$ cat src/ias_cfg.svh
// constants for the interrupt activation steering block
// assumes a 32-bit axi4-lite slave at byte addresses, 50 MHz system clock
`ifndef IAS_CFG_SVH
`define IAS_CFG_SVH

// *********************************************************
// register byte offsets
// *********************************************************
`define IAS_OFF_ENA_A     20'hfff20
`define IAS_OFF_ENA_B     20'hfff22
`define IAS_OFF_ENA_C     20'hfff24
`define IAS_OFF_ENA_D     20'hfff26
`define IAS_OFF_ENA_E     20'hfff28
`define IAS_OFF_XFER_CTL  20'hfff30
`define IAS_OFF_MODE_B    20'hfff34
`define IAS_OFF_DMA_SEL   20'hfff38
`define IAS_OFF_DMA_MODE  20'hfff3c
`define IAS_OFF_IRQ_STAT  20'hfff40
`define IAS_OFF_IRQ_MASK  20'hfff44
`define IAS_OFF_ROUTE     20'hfff48

// *********************************************************
// field positions and masks
// *********************************************************
`define IAS_ENA_E_MASK    16'h3000
`define IAS_XCTL_MASK     8'h19
`define IAS_DMODE_TFHI    3
`define IAS_DMODE_TFLO    2
`define IAS_DMODE_TEN     1
`define IAS_DMODE_CLAIM   0

// *********************************************************
// reset values and access timing
// *********************************************************
`define IAS_RST_ENA       16'h0000
`define IAS_RST_XCTL      8'h00
`define IAS_RD_CYC        2
`define IAS_WR_CYC        3

`endif

$ cat src/ias_pkg.sv
// types for the interrupt activation steering block
// assumes ias_cfg.svh is compiled alongside
package ias_pkg;

   // bus slave phases
   typedef enum logic [1:0] {
      IAS_IDLE  = 2'b00,
      IAS_RWAIT = 2'b01,
      IAS_WWAIT = 2'b10,
      IAS_RESP  = 2'b11
   } ias_phase_type;

   // whole state of the top module
   typedef struct packed {
      ias_phase_type phase;
      logic [1:0]    cnt;
      logic          is_wr;
      logic [19:0]   addr;
      logic [31:0]   wdata;
      logic [3:0]    wstrb;
      logic          aw_got;
      logic          w_got;
      logic [79:0]   ena;
      logic [7:0]    xctl;
      logic [79:0]   sel_b;
      logic [27:0]   dma_sel;
      logic [15:0]   dma_mode;
      logic [79:0]   stat;
      logic [79:0]   mask;
      logic [79:0]   to_dma_ctl;
      logic [79:0]   to_xfer;
      logic [79:0]   to_cpu;
      logic [79:0]   auto_clr;
      logic [3:0]    dma_req;
      logic          awready;
      logic          wready;
      logic          bvalid;
      logic          arready;
      logic          rvalid;
      logic [31:0]   rdata;
      logic [1:0]    resp;
      logic          irq;
   } ias_state_type;

endpackage

$ cat src/ias_steer.sv
// interrupt activation steering: dma claim, transfer start or cpu interrupt
// assumes synchronous peripheral interrupt inputs and an axi4-lite master
`timescale 1ns/1ps
`include "ias_cfg.svh"

// Functional notes
// channel source chosen by request-select register
// claimed source withheld from transfer and cpu
// unclaimed source routed by activation-enable bit
// exactly five enable registers, A to E
// claim, enable, interrupt-select set route and clear
// enable E 16 bits, read 2, write 3
// E and control initialised by reset
// enable clear goes cpu, set goes transfer
module ias_steer #(
   parameter int NSRC  = 80,  // five registers of 16 sources
   parameter int NCH   = 4,   // dma channels
   parameter int SELW  = 7    // request-select width
) (
   input  wire logic        CLK_SYS,
   input  wire logic        NRST,
   input  wire logic [79:0] IRQ_SRC,
   output logic [79:0]      TO_XFER,
   output logic [79:0]      TO_CPU,
   output logic [79:0]      AUTO_CLR,
   output logic [3:0]       DMA_REQ,
   output logic             IRQ,
   input  wire logic [19:0] S_AXI_AWADDR,
   input  wire logic        S_AXI_AWVALID,
   output logic             S_AXI_AWREADY,
   input  wire logic [31:0] S_AXI_WDATA,
   input  wire logic [3:0]  S_AXI_WSTRB,
   input  wire logic        S_AXI_WVALID,
   output logic             S_AXI_WREADY,
   output logic [1:0]       S_AXI_BRESP,
   output logic             S_AXI_BVALID,
   input  wire logic        S_AXI_BREADY,
   input  wire logic [19:0] S_AXI_ARADDR,
   input  wire logic        S_AXI_ARVALID,
   output logic             S_AXI_ARREADY,
   output logic [31:0]      S_AXI_RDATA,
   output logic [1:0]       S_AXI_RRESP,
   output logic             S_AXI_RVALID,
   input  wire logic        S_AXI_RREADY
);

   // *********************************************************
   // state
   // *********************************************************
   ias_pkg::ias_state_type s_q;   // registered state
   ias_pkg::ias_state_type s_d;   // next state
   logic [79:0]            claim; // sources held by a dma channel

   // *********************************************************
   // claim decode
   // *********************************************************
   // a channel claims its source only in on-chip-interrupt transfer mode
   always_comb begin
      logic [3:0] m;
      logic [6:0] sel;
      m = 4'h0;
      sel = 7'h00;
      claim = '0;
      for (int c = 0; c < NCH; c++) begin
         m = s_q.dma_mode[c*4 +: 4];
         sel = s_q.dma_sel[c*SELW +: SELW];
         // mode 1,0 with enable and claim
         if (m[`IAS_DMODE_TFHI] && !m[`IAS_DMODE_TFLO] && m[`IAS_DMODE_TEN]
             && m[`IAS_DMODE_CLAIM] && (int'(sel) < NSRC)) begin
            claim[sel] = 1'b1;
         end
      end
   end

   // *********************************************************
   // next state
   // *********************************************************
   always_comb begin
      logic [31:0] rd;
      logic [19:0] a;
      logic        hit;
      logic [4:0]  ri;
      logic [15:0] wv;
      logic [79:0] clr;
      rd = 32'h0;
      a = 20'h0;
      hit = 1'b0;
      ri = 5'h0;
      wv = 16'h0;
      clr = '0;
      s_d = s_q;

      // per channel source selection
      // a select beyond the last source starts nothing instead of reading off the end
      for (int c = 0; c < NCH; c++) begin
         s_d.dma_req[c] = s_q.dma_mode[c*4 + `IAS_DMODE_TEN]
                          && (int'(s_q.dma_sel[c*SELW +: SELW]) < NSRC)
                          && IRQ_SRC[s_q.dma_sel[c*SELW +: SELW]];
      end
      for (int i = 0; i < NSRC; i++) begin
         // claimed source goes only to dma
         s_d.to_dma_ctl[i] = claim[i];
         // unclaimed routed by enable bit
         // clear means cpu, set means transfer
         s_d.to_xfer[i] = IRQ_SRC[i] && !claim[i] && s_q.ena[i];
         s_d.to_cpu[i]  = IRQ_SRC[i] && !claim[i] && !s_q.ena[i];
         // auto clear on claim, or on transfer start unless interrupt-select keeps request
         s_d.auto_clr[i] = IRQ_SRC[i] && (claim[i] || (s_q.ena[i] && !s_q.sel_b[i]));
      end
      // events: transfer starts latch sticky status; set beats clear
      s_d.irq = |(s_q.stat & s_q.mask);

      // axi slave handshake
      s_d.awready = 1'b0;
      s_d.wready = 1'b0;
      s_d.arready = 1'b0;
      case (s_q.phase)
         ias_pkg::IAS_IDLE: begin
            // reads first when both arrive together
            if (S_AXI_ARVALID && !s_q.aw_got && !s_q.w_got) begin
               s_d.arready = 1'b1;
               s_d.addr = S_AXI_ARADDR;
               s_d.is_wr = 1'b0;
               s_d.cnt = 2'(`IAS_RD_CYC - 1);
               s_d.phase = ias_pkg::IAS_RWAIT;
            end else begin
               if (S_AXI_AWVALID && !s_q.aw_got && !s_q.awready) begin
                  s_d.awready = 1'b1;
                  s_d.aw_got = 1'b1;
                  s_d.addr = S_AXI_AWADDR;
               end
               if (S_AXI_WVALID && !s_q.w_got && !s_q.wready) begin
                  s_d.wready = 1'b1;
                  s_d.w_got = 1'b1;
                  s_d.wdata = S_AXI_WDATA;
                  s_d.wstrb = S_AXI_WSTRB;
               end
               if (s_q.aw_got && s_q.w_got) begin
                  s_d.is_wr = 1'b1;
                  // write takes three clocks
                  s_d.cnt = 2'(`IAS_WR_CYC - 1);
                  s_d.phase = ias_pkg::IAS_WWAIT;
               end
            end
         end
         ias_pkg::IAS_RWAIT, ias_pkg::IAS_WWAIT: begin
            if (s_q.cnt != 2'h0) begin
               s_d.cnt = s_q.cnt - 2'h1;
            end else begin
               a = {s_q.addr[19:2], 2'b00};
               hit = 1'b1;
               ri = 5'h0;
               // only five enable registers decode
               case (a)
                  `IAS_OFF_ENA_A:    ri = 5'd0;
                  `IAS_OFF_ENA_C:    ri = 5'd2;
                  `IAS_OFF_ENA_E:    ri = 5'd4;
                  `IAS_OFF_XFER_CTL: ri = 5'd5;
                  `IAS_OFF_MODE_B:   ri = 5'd6;
                  `IAS_OFF_DMA_SEL:  ri = 5'd7;
                  `IAS_OFF_DMA_MODE: ri = 5'd8;
                  `IAS_OFF_IRQ_STAT: ri = 5'd9;
                  `IAS_OFF_IRQ_MASK: ri = 5'd10;
                  default: hit = 1'b0;
               endcase
               // words at fff20/24 hold A|B and C|D; fff28 holds E in low half
               case (ri)
                  5'd0: rd = s_q.ena[31:0];
                  5'd2: rd = s_q.ena[63:32];
                  // enable E is a 16-bit register
                  5'd4: rd = {16'h0, s_q.ena[79:64] & `IAS_ENA_E_MASK};
                  5'd5: rd = {24'h0, s_q.xctl};
                  5'd6: rd = s_q.sel_b[31:0];
                  5'd7: rd = {4'h0, s_q.dma_sel};
                  5'd8: rd = {16'h0, s_q.dma_mode};
                  5'd9: rd = {16'h0, s_q.stat[79:64]} | {16'h0, s_q.stat[15:0]};
                  5'd10: rd = {16'h0, s_q.mask[15:0]};
                  default: rd = 32'h0;
               endcase
               if (s_q.is_wr && hit) begin
                  for (int b = 0; b < 4; b++) begin
                     if (s_q.wstrb[b]) begin
                        case (ri)
                           5'd0: s_d.ena[b*8 +: 8] = s_q.wdata[b*8 +: 8];
                           5'd2: s_d.ena[32 + b*8 +: 8] = s_q.wdata[b*8 +: 8];
                           5'd6: s_d.sel_b[b*8 +: 8] = s_q.wdata[b*8 +: 8];
                           5'd7: s_d.dma_sel[b*7 +: 7] = s_q.wdata[b*8 +: 7];
                           5'd8: if (b < 2) s_d.dma_mode[(b & 1)*8 +: 8] = s_q.wdata[b*8 +: 8];
                           5'd10: if (b < 2) s_d.mask[b*8 +: 8] = s_q.wdata[b*8 +: 8];
                           default: ;
                        endcase
                     end
                  end
                  if (ri == 5'd4 && |s_q.wstrb[1:0]) begin
                     wv = s_q.wdata[15:0] & `IAS_ENA_E_MASK;
                     s_d.ena[79:64] = wv;
                  end
                  if (ri == 5'd5 && s_q.wstrb[0]) begin
                     s_d.xctl = s_q.wdata[7:0] & `IAS_XCTL_MASK;
                  end
               end
               // status read clears what was shown
               if (!s_q.is_wr && ri == 5'd9) begin
                  clr[15:0] = s_q.stat[15:0] | s_q.stat[79:64];
               end
               s_d.rdata = rd;
               s_d.resp = hit ? 2'b00 : 2'b10;
               s_d.bvalid = s_q.is_wr;
               s_d.rvalid = !s_q.is_wr;
               s_d.aw_got = 1'b0;
               s_d.w_got = 1'b0;
               s_d.phase = ias_pkg::IAS_RESP;
            end
         end
         ias_pkg::IAS_RESP: begin
            if ((s_q.bvalid && S_AXI_BREADY) || (s_q.rvalid && S_AXI_RREADY)) begin
               s_d.bvalid = 1'b0;
               s_d.rvalid = 1'b0;
               s_d.phase = ias_pkg::IAS_IDLE;
            end
         end
         default: s_d.phase = ias_pkg::IAS_IDLE;
      endcase
      // sticky: a transfer start in the clearing cycle stays set
      clr[79:64] = clr[15:0];
      s_d.stat = (s_q.stat & ~clr) | s_d.to_xfer;
   end

   // *********************************************************
   // registers
   // *********************************************************
   // enable and control cleared by reset
   always_ff @(posedge CLK_SYS or negedge NRST) begin
      if (!NRST) begin
         s_q <= '0;
      end else begin
         s_q <= s_d;
      end
   end

   // outputs are flip-flop copies
   assign TO_XFER       = s_q.to_xfer;
   assign TO_CPU        = s_q.to_cpu;
   assign AUTO_CLR      = s_q.auto_clr;
   assign DMA_REQ       = s_q.dma_req;
   assign IRQ           = s_q.irq;
   assign S_AXI_AWREADY = s_q.awready;
   assign S_AXI_WREADY  = s_q.wready;
   assign S_AXI_BRESP   = s_q.resp;
   assign S_AXI_BVALID  = s_q.bvalid;
   assign S_AXI_ARREADY = s_q.arready;
   assign S_AXI_RDATA   = s_q.rdata;
   assign S_AXI_RRESP   = s_q.resp;
   assign S_AXI_RVALID  = s_q.rvalid;

endmodule

$ cat config.mk
export PLATFORM = sky130hd
export DESIGN_NAME = ias_steer
export DESIGN_NICKNAME = d
export VERILOG_FILES = /design/src/ias_pkg.sv /design/src/ias_steer.sv
export VERILOG_INCLUDE_DIRS = /design/src
export SDC_FILE = /design/constraint.sdc
export NUM_CORES = 1
export LEC_CHECK = 0
export BUFFER_PORTS_ARGS = -buffer_cell sky130_fd_sc_hd__buf_2
export CAP_MARGIN = 40
export CORE_ASPECT_RATIO = 0.7
export CORE_MARGIN = 2
export CORE_UTILIZATION = 35
export CTS_CLUSTER_SIZE = 16
export DETAILED_ROUTE_END_ITERATION = 10
export PLACE_DENSITY = 0.52
export SYNTH_ARGS = -nofsm -noshare
export SYNTH_HDL_FRONTEND = slang
export SYNTH_SLANG_ARGS = --single-unit
$ cat constraint.sdc
create_clock -name CLK_SYS -period 3.3 [get_ports CLK_SYS]
set_input_delay 0.99 -clock CLK_SYS [delete_from_list [all_inputs] [get_ports CLK_SYS]]
set_output_delay 0.99 -clock CLK_SYS [all_outputs]
set_load 0.02 [all_outputs]
# ---- Word-level counts from Yosys, hierarchy flattened
# Cells that the tools add are included.
dict set report classes {
  addsub 1
  magnitude_cmp 12
  eq_ne 27
  muxes 74
  bitwise 11
  reduce_logical 661
}
# operator n
set ops {}
lappend ops {{1-bit logical AND} 365}
lappend ops {{80-bit 2-to-1 mux} 4}
lappend ops {{32-bit one-hot mux with 9 select lines} 1}
lappend ops {{80-bit bitwise OR} 3}
lappend ops {{1-bit logical NOT} 187}
lappend ops {{18-bit equality test, second input constant} 9}
lappend ops {{8-bit 2-to-1 mux} 16}
lappend ops {{5-bit AND reduction} 20}
lappend ops {{90-bit 2-to-1 mux} 1}
lappend ops {{86-bit 2-to-1 mux} 1}
lappend ops {{80-bit by 16-bit AND with 80-bit output} 1}
lappend ops {{80-bit AND} 1}
lappend ops {{80-bit inverter} 1}
lappend ops {{80-bit by 78-bit bitwise OR with 80-bit output} 1}
lappend ops {{80-bit OR reduction} 1}
lappend ops {{1-bit logical OR} 67}
lappend ops {{16-bit 2-to-1 mux} 3}
lappend ops {{35-bit 2-to-1 mux} 1}
lappend ops {{7-bit by 8-bit < comparator with 1-bit output, second input constant} 4}
lappend ops {{16-bit bitwise OR} 2}
lappend ops {{4-bit one-hot mux with 8 select lines} 1}
lappend ops {{1-bit binary-select mux with 7-bit select} 4}
lappend ops {{1-bit demux with 7-bit select} 4}
lappend ops {{7-bit by 1-bit >= comparator with 1-bit output, second input constant} 4}
lappend ops {{other kinds (27)} 84}
dict set report word_totals {
  reg_bits 574
  in_bits 163
  out_inout_bits 286
  elab_cells 829
}

# ---- Logic depth before layout (Yosys ltp)
# Gate-level depths: netlist (run 1).
dict set report depth {
  word_depth 16
  ltp_mapped 11
  ltp_nobuf 8
}

# ---- Worst setup path before layout (run 1)
# No wires, ideal clock.
dict set report synth_path {
  kind {input to register}
  startpoint {in S_AXI_ARVALID}
  endpoint {reg s_q[754] in the netlist's numbering}
  setup_ns 0.065
  arrival_ns 2.572
  required_ns 3.235
  path_slack_ns 0.663
  path_stages 9
  n_path_buf 3
  cell_sequence {nor3b_1 -> nand2b_1 -> or3_1 -> clkbuf_1 -> inv_1 -> clkbuf_1 -> buf_1 -> nand2_1 -> nand2_1}
}
dict set report synth_via {
  elab_chain_len 4
}
# element line_no
set synth_lines {}
lappend synth_lines {{start: declaration} ias_steer.sv:39} ;# input wire logic S_AXI_ARVALID,
lappend synth_lines {{1-bit logical AND (2 in series)} ias_steer.sv:120} ;# if (S_AXI_ARVALID && !s_q.aw_got && !s_q.w_got) begin
lappend synth_lines {{1-bit inverter (no source line)} n/a}
lappend synth_lines {{3-bit AND reduction (no source line)} n/a}
lappend synth_lines {{end signal: assignment} ias_steer.sv:235} ;# s_q <= '0;
lappend synth_lines {{end signal: assignment} ias_steer.sv:237} ;# s_q <= s_d;
lappend synth_lines {{end: declaration} ias_steer.sv:50} ;# ias_pkg::ias_state_type s_q;
# No other way between the ends.
# A chain may end at the register's enable or synchronous reset.

# ---- Final worst setup path (run 1)
dict set report layout_path {
  startpoint {reg s_q[777] in the netlist's numbering}
  endpoint {reg s_q[652] in the netlist's numbering}
}
dict set report layout_via {
  elab_chain_len 7
  elab_cells_between_ends 20
  classes_between {eq/ne: 10; mux: 6; reduce/logical: 4}
}
# element line_no
set layout_lines {}
lappend layout_lines {{18-bit equality test} ias_steer.sv:154} ;# case (a)
lappend layout_lines {{4-bit one-hot mux with 8 select lines or 9-bit OR reduction (tied branches)} n/a}
lappend layout_lines {{5-bit 2-to-1 mux or 1-bit 2-to-1 mux (tied branches)} {ias_steer.sv:147, ias_steer.sv:154}}
lappend layout_lines {{5-bit 2-to-1 mux or 1-bit 2-to-1 mux (tied branches)} {ias_steer.sv:117, ias_steer.sv:147}}
lappend layout_lines {{5-bit by 3-bit equality test with 1-bit output or 1-bit 2-to-1 mux (tied branches)} {ias_steer.sv:198, ias_steer.sv:117}}
lappend layout_lines {{1-bit logical AND, on equally long branches} {ias_steer.sv:198, ias_steer.sv:180}}
lappend layout_lines {{4-bit AND reduction (no source line) *} n/a}
# Mark *: on every way between the ends. The rest lies on a longest branch, timed or not. The select of a mux whose other input is x is not followed.

==> results.md, run 1 <==
* Outcome: completed
* RSZ-0062 raised after global routing: no
* Critical-path cell list: or4b_1 -> a2111oi_0 -> and3_1 -> nor3b_2 -> mux2_2
* Die height at 240 um
* Cts hold-fix bufs at 0
* Highest clock rate at 315 MHz
* I/O Buffers at 428
* Setup Skew at 0.0397 ns
* Final period util at 96.1%
* Final Worst Setup Slack at 0.129 ns
* CTS tree: done
* Initial antenna violation count at 11
* Postcts setup bufs at 0
* Final nets at 3333
* Final HPWL DP at 108000 um
* Buf/Inv on CP at 0
* CP max stage cell: a2111oi_0
* Die ar. at 82000 sq um
* Switching Power at 5820 uW
* Post-synth EDFFs at 0
* H-tree levels at 2
* Post-route ant nets at 0
* Syn avg cell area at 10.1 sq um
* Sequential fraction of the synthesis area at 46.9%
* Final hold violation count at 0
* Post-Syn Area at 27900 sq um
* Switching share of power at 32.1%
* Yosys top cell by area: dfrtp_1
* Initial DRC count at 2892
* GRT overflow at 0
* Crit path time final at 3.17 ns
* Drt first pass iters at 5
* Fin. max-slew vios at 0
* Worst-path maximum fanout at 11
* Vias in the first global route at 24279
* P_leak at 0.0157 uW
* Share of cells above drive strength 1 at 33.2%
* First-pass GRT wire length at 189000 um
* Ys async rst share at 100%
* Critical path's top delay family: simple AND/OR/NAND/NOR gates
* Clk_lat worst skew at 0.66 ns
* Worst min-delay path category: in -> async
* Gr usage total at 32.7%
* Placement Setup Slack at 0.120 ns
* Clock power frac at 37.6%
* Post_cts resized at 0
* Core Box Area at 78800 sq um
* WL/cell at 32.1 um
* Gp weighted congestion at 1.05
* Required time worst endpoint at 3.83 ns
* Largest cells by area after synthesis: dfrtp_1, buf_4, mux2_2
* TritonCTS Buffers at 53
* Cell-internal power at 12300 uW
* CP Class: reg -> reg
* Crit path largest cell delay at 0.71 ns
* Synthesis-to-layout area growth at 19.9%
* Initial core utilization at 35.4%
* Worst-Margin Slew at 0.960 ns
* Worst slew margin at 35.6%
* Via-to-Cell Ratio at 5.87
* Synth top area share at 46.9%
* Ys Warns at 0
* Setup Total Neg Slack at 0 ns
* Ys flop type: dfrtp_1
* Root buffer cell: clkbuf_16
* Largest net degree at the start of global routing at 83
* Via count at 25037
* DR DRC count at 0
* Die width at 341 um
* FP Rows at 86
* Clk slew on worst S/H paths at 0.07 ns
* Flop pwr share at 43.2%
* Worst EP arrival at 3.70 ns
* Startpoint Class: register
* PD cells at 542 nW/um^2
* Peak supply drop at 0.373 mV
* Yosys cell types at 82
* Clock buffer depth at 3
* Flops & latches, synth at 523
* Cells after Synth at 2770
* Setup violations, final at 0
* IO Pins at 449
* Crit path capture type: register
* Combinational fraction of design power at 19.2%
* Max Cap Viol at 0
* Clock Sinks at 523
* Final WL at 137000 um
power groups by stage:
stage	registers (uW)	clock network [uW]	logic, uW
floorplan	7570	0	2490
global placement	7910	0	3390
detailed placement	7940	0	3450
CTS	7830	6940	3480
global route	7920	7220	3810
finish	7840	6830	3470
synthesized netlist by cell type, drive strengths merged (10+ instances only):
cell type / instances
nand4: 23
a22oi: 49
o211ai: 16
and3: 70
nor2b: 47
nand2b: 44
mux4: 12
and2: 47
clkbuf: 115
o32ai: 11
a21boi: 49
a31oi: 25
a221oi: 86
and3b: 18
a21oi: 82
nor2: 194
dfrtp: 523
nor3: 43
a211oi: 32
buf: 308
a221o: 11
nor3b: 14
nand2: 260
o2bb2ai: 11
o21ai: 78
o22ai: 66
a32o: 10
inv: 76
a22o: 14
nand3: 47
o221ai: 16
mux2i: 80
mux2: 176
sequential cells by signal, indices dropped and copies added (netlist names), 4 cells and up:
register and cells:
AUTO_CLR 80, TO_XFER 66, TO_CPU 80, S_AXI_RDATA 32
s_q 254, DMA_REQ 4
per-stage QoR:
| step | area, sq um | power, uW | hold WS, ns | std cells | utilization (%) |
|---|---|---|---|---|---|
| after floorplan | 27900 | 10100 | 0.422 | 2785 | - |
| after global placement | 31400 | 11300 | 0.469 | 4163 | 39.9 |
| after detailed placement | 31500 | 11400 | 0.462 | 4167 | 39.9 |
| after CTS | 33400 | 18200 | 0.260 | 4264 | 42.5 |
| after global routing | 33400 | 19000 | 0.287 | 4265 | 42.5 |
| final | 33400 | 18100 | 0.263 | 4266 | 42.5 |
cell type report:
cell class                 count  area [sq um]
fill                        7660         45300
sequential                   523         13100
multi-input combinational   1761         11900
timing repair buffer         750          4830
clock buffer                  70          1520
tap                         1056          1320
clock inverter                27           453
inverter                      78           293
antenna                        1          2.50
worst paths after layout:
kind,startpoint,end,slack [ns],depth (start not counted)
hold / removal,NRST,TO_XFER[7],0.26,1
setup reg to reg,s_q[777],s_q[652],0.13,5
min in group CLK_SYS,s_q[689],TO_CPU[33],0.48,1
setup / recovery,s_q[777],s_q[652],0.13,5
max in group asynchronous,NRST,TO_CPU[20],2.14,3
hold reg to reg,s_q[689],TO_CPU[33],0.48,1
placed cells by master (no fill, tap or decap), types with 12 or more instances in the layout:
| cell type | count |
|---|---|
| dfrtp_1 | 522 |
| buf_2 | 431 |
| buf_4 | 296 |
| nand2_1 | 258 |
| nor2_1 | 192 |
| mux2_2 | 174 |
| a221oi_1 | 86 |
| a21oi_1 | 82 |
| mux2i_1 | 80 |
| o21ai_0 | 77 |
| inv_1 | 75 |
| and3_1 | 70 |
| o22ai_1 | 66 |
| clkbuf_16 | 53 |
| a21boi_0 | 49 |
| a22oi_1 | 49 |
| nand3_1 | 47 |
| nor2b_1 | 46 |
| and2_1 | 46 |
| nand2b_1 | 44 |
| nor3_1 | 37 |
| a211oi_1 | 31 |
| a31oi_1 | 25 |
| nand4_1 | 23 |
| buf_12 | 22 |
| and3b_1 | 18 |
| o211ai_1 | 16 |
| o221ai_1 | 16 |
| conb_1 | 16 |
| a22o_1 | 14 |
| clkbuf_8 | 13 |
| nor3b_1 | 12 |
| mux4_2 | 12 |
metal layers:
metal	track usage, %	share of wire (%)	vias to the layer above	routed length [um]
li1	-	-	10515	-
met2	44.9	40	1402	54500
met1	49.5	47	12922	63900
met5	0	0.036	-	49
met4	8.09	2.5	8	3470
met3	9.93	11	190	14900
logic make-up (layout without fill, tap and decap cells):
family                     after synthesis  count (layout)  share of synthesized area [%]
DFF                                    523             523                           46.9
muxes                                  268             268                           10.9
xor gates and xnor gates                 1               1                         0.0314
AOI/OAI and AO/OA                      613             613                           15.8
buffers and inverters                  501             925                           10.6
other                                    1              17                         0.0134
adders and majority gates                3               3                          0.135
and+or+nand+nor                        860             860                           15.6
Power figures use the tool's default switching activity.
==> run 2: changes to the inputs <==
- PLACE_DENSITY: 0.52 -> not set
- PLACE_DENSITY_LB_ADDON: not set -> 0.08
==> run 2 against run 1 <==
Net effect: clock power decreased by 5.4%; via count decreased by 0.13%; critical path depth increased by 3; power decreased by 1.6%; routed wire length increased by 3.5%; register-to-register slack got worse by 0.02 ns; sequential power increased by 0.5%; cell count increased by 0.73%; setup slack got worse by 0.021 ns; core utilization increased by 0.16 points; highest routed layer unchanged; non-clock buffer count increased by 21; maximum frequency decreased by 0.64%.
==> results.md, run 2 (synthesized netlist as in run 1, its figures left out) <==
* Reg2reg start: s_q[781]
* Clk slew on worst S/H paths at 0.07 ns (about the same)
* Startpoint Class: register
* I/O Buffers at 428 (unchanged)
* PD cells at 532 nW/um^2 (-2.0%)
* Post_cts resized at 0 (unchanged)
* Post-route ant nets at 0 (unchanged)
* R2R Setup Slk at 0.11 ns (-0.02 ns)
* Reg with most FFs: s_q
* Total power at 17800 uW (-1.6%)
* Root buffer cell: clkbuf_16
* Via-to-Cell Ratio at 5.82 (-0.85%)
* Gr usage total at 34.1% (+1.4 points)
* Fillers at 7790 (+1.7%)
* Initial antenna violation count at 7 (-4)
* TritonCTS Buffers at 54 (+1.9%)
* Worst-path maximum fanout at 19 (+8)
* Clock Sinks at 523 (unchanged)
* Worst EP arrival at 3.76 ns (+0.06 ns)
* H-tree levels at 2 (unchanged)
* Share of cells above drive strength 1 at 33.6% (+0.42 points)
* Clock buffer depth at 3 (unchanged)
* Worst-Margin Slew at 0.964 ns (+0.00436 ns)
* Crit-path most repeated cell: buf_4
* FP Rows at 86 (unchanged)
* Setup Skew at 0.0322 ns (-0.00745 ns)
* Worst slew margin at 35.7% (+0.096 points)
* Largest net degree at the start of global routing at 90 (+8.4%)
* IO Pins at 449 (unchanged)
* Peak supply drop at 0.663 mV (+78%)
* Fin. max-slew vios at 0 (unchanged)
* First-pass GRT wire length at 195000 um (+3.3%)
* CTS tree: done
* Final HPWL DP at 111000 um (+3.2%)
* Crit path time final at 3.19 ns (+0.0206 ns)
* Setup violations, final at 0 (unchanged)
* Final period util at 96.7% (+0.62 points)
* Die width at 341 um (unchanged)
* Commonest non-fill, non-tap cell in the layout: dfrtp_1
* Gp weighted congestion at 1.03 (-1.5%)
* Most frequent cells in the layout: dfrtp_1, buf_2, buf_4
* Required time worst endpoint at 3.87 ns (+0.04 ns)
* Critical path's top delay family: simple AND/OR/NAND/NOR gates
* Setup Total Neg Slack at 0 ns (unchanged)
* Buf/Inv on CP at 2 (+2)
* Highest clock rate at 313 MHz (-0.64%)
* Crit path capture type: register
* Met3 usage at 8.80% (-1.1 points)
* WL/cell at 33.0 um (+2.8%)
* Synthesis-to-layout area growth at 20.4%
* P_leak at 0.0157 uW (+0.20%)
* Critical-path cell list: nand3b_4 -> or4_1 -> a21o_1 -> buf_4 -> nor3_1 -> buf_4 -> a22oi_1 -> a31oi_1
* Vias in the first global route at 24502 (+0.92%)
* Initial core utilization at 35.4% (unchanged)
* Final nets at 3355 (+0.66%)
* Worst min-delay path category: in -> async
* Max reg flops at 254 (unchanged)
* CP max stage cell: or4_1
* Die ar. at 82000 sq um (unchanged)
* RSZ-0062 raised after global routing: no
* Drt first pass iters at 6 (+1)
* Cts hold-fix bufs at 0 (unchanged)
* Initial DRC count at 2870 (-0.76%)
* Met1 usage at 53.4% (+3.9 points)
* DR DRC count at 0 (unchanged)
* Crit path largest cell delay at 0.75 ns (+0.04 ns)
* Outcome: completed
* Max Cap Viol at 0 (unchanged)
* Reg2reg path depth at 8 (+3)
* Final WL at 142000 um (+3.5%)
* GRT overflow at 0 (unchanged)
* Via count at 25005 (-0.13%)
* Core Box Area at 78800 sq um (unchanged)
* Postcts setup bufs at 0 (unchanged)
* Die height at 240 um (unchanged)
* Busiest grt layer: met1
* Reg2reg end: S_AXI_RDATA[3]
* Final hold violation count at 0 (unchanged)
* Clk_lat worst skew at 0.65 ns (about the same)
* Met2 track demand over resource at 45.4% (+0.49 points)
* CP Class: reg -> reg
[run 2: cell types whose count changed in the layout (fill, tap and decap cells not counted), moves of 3 or more]
cell        previous run  this run
diode_2                1         7
clkbuf_1               4        11
clkinv_4               0         3
clkinvlp_4             0         5
clkbuf_8              13        10
buf_4                296       316
bufinv_16             10         5
[run 2: final cells by class]
class / count / area [sq um] / area share (%)
clock buffer: 76 / 1560 / 4.63
inverter: 78 / 293 / 0.872
antenna: 7 / 17.5 / 0.0522
multi-input combinational: 1761 / 11900 / 35.6
tap: 1056 / 1320 / 3.94
clock inverter: 25 / 318 / 0.947
sequential: 523 / 13100 / 39.0
timing repair buffer: 771 / 5030 / 15.0
[run 2: report_power, final]
part	internal (uW)	switching (uW)	total [uW]
sequential	7050	827	7880
clock	3710	2750	6460
combinational	1200	2310	3510
total	12000	5880	17800
[run 2: worst max-delay path by stage]
stage / from / endpoint / cells past startpoint
after CTS: s_q[533] / s_q[451] / 7
after global routing: s_q[781] / S_AXI_RDATA[3] / 8
after detailed placement: s_q[533] / s_q[451] / 7
after global placement: s_q[533] / s_q[451] / 7
final: s_q[781] / S_AXI_RDATA[3] / 8
after floorplan: S_AXI_ARVALID / s_q[754] / 9
[run 2: layer usage]
metal,up-vias,wire [um],share of wire [%]
met2,1314,55100,39
met3,216,14300,10
met1,12900,68600,48
met4,6,3610,2.6
li1,10569,-,-
met5,-,148,0.10
[run 2: per-stage QoR]
step / worst slack (ns) / hold slack (ns) / std cells / instance area [sq um] / util (%)
5_1_grt: 0.000307 / 0.285 / 4290 / 33600 / 42.6
2_1_floorplan: 0.663 / 0.422 / 2785 / 27900 / -
4_1_cts: 0.121 / 0.290 / 4290 / 33600 / 42.6
3_3_place_gp: 0.0678 / 0.469 / 4184 / 31600 / 40.1
3_5_place_dp: 0.131 / 0.472 / 4189 / 31700 / 40.2
6_report: 0.109 / 0.275 / 4297 / 33600 / 42.6
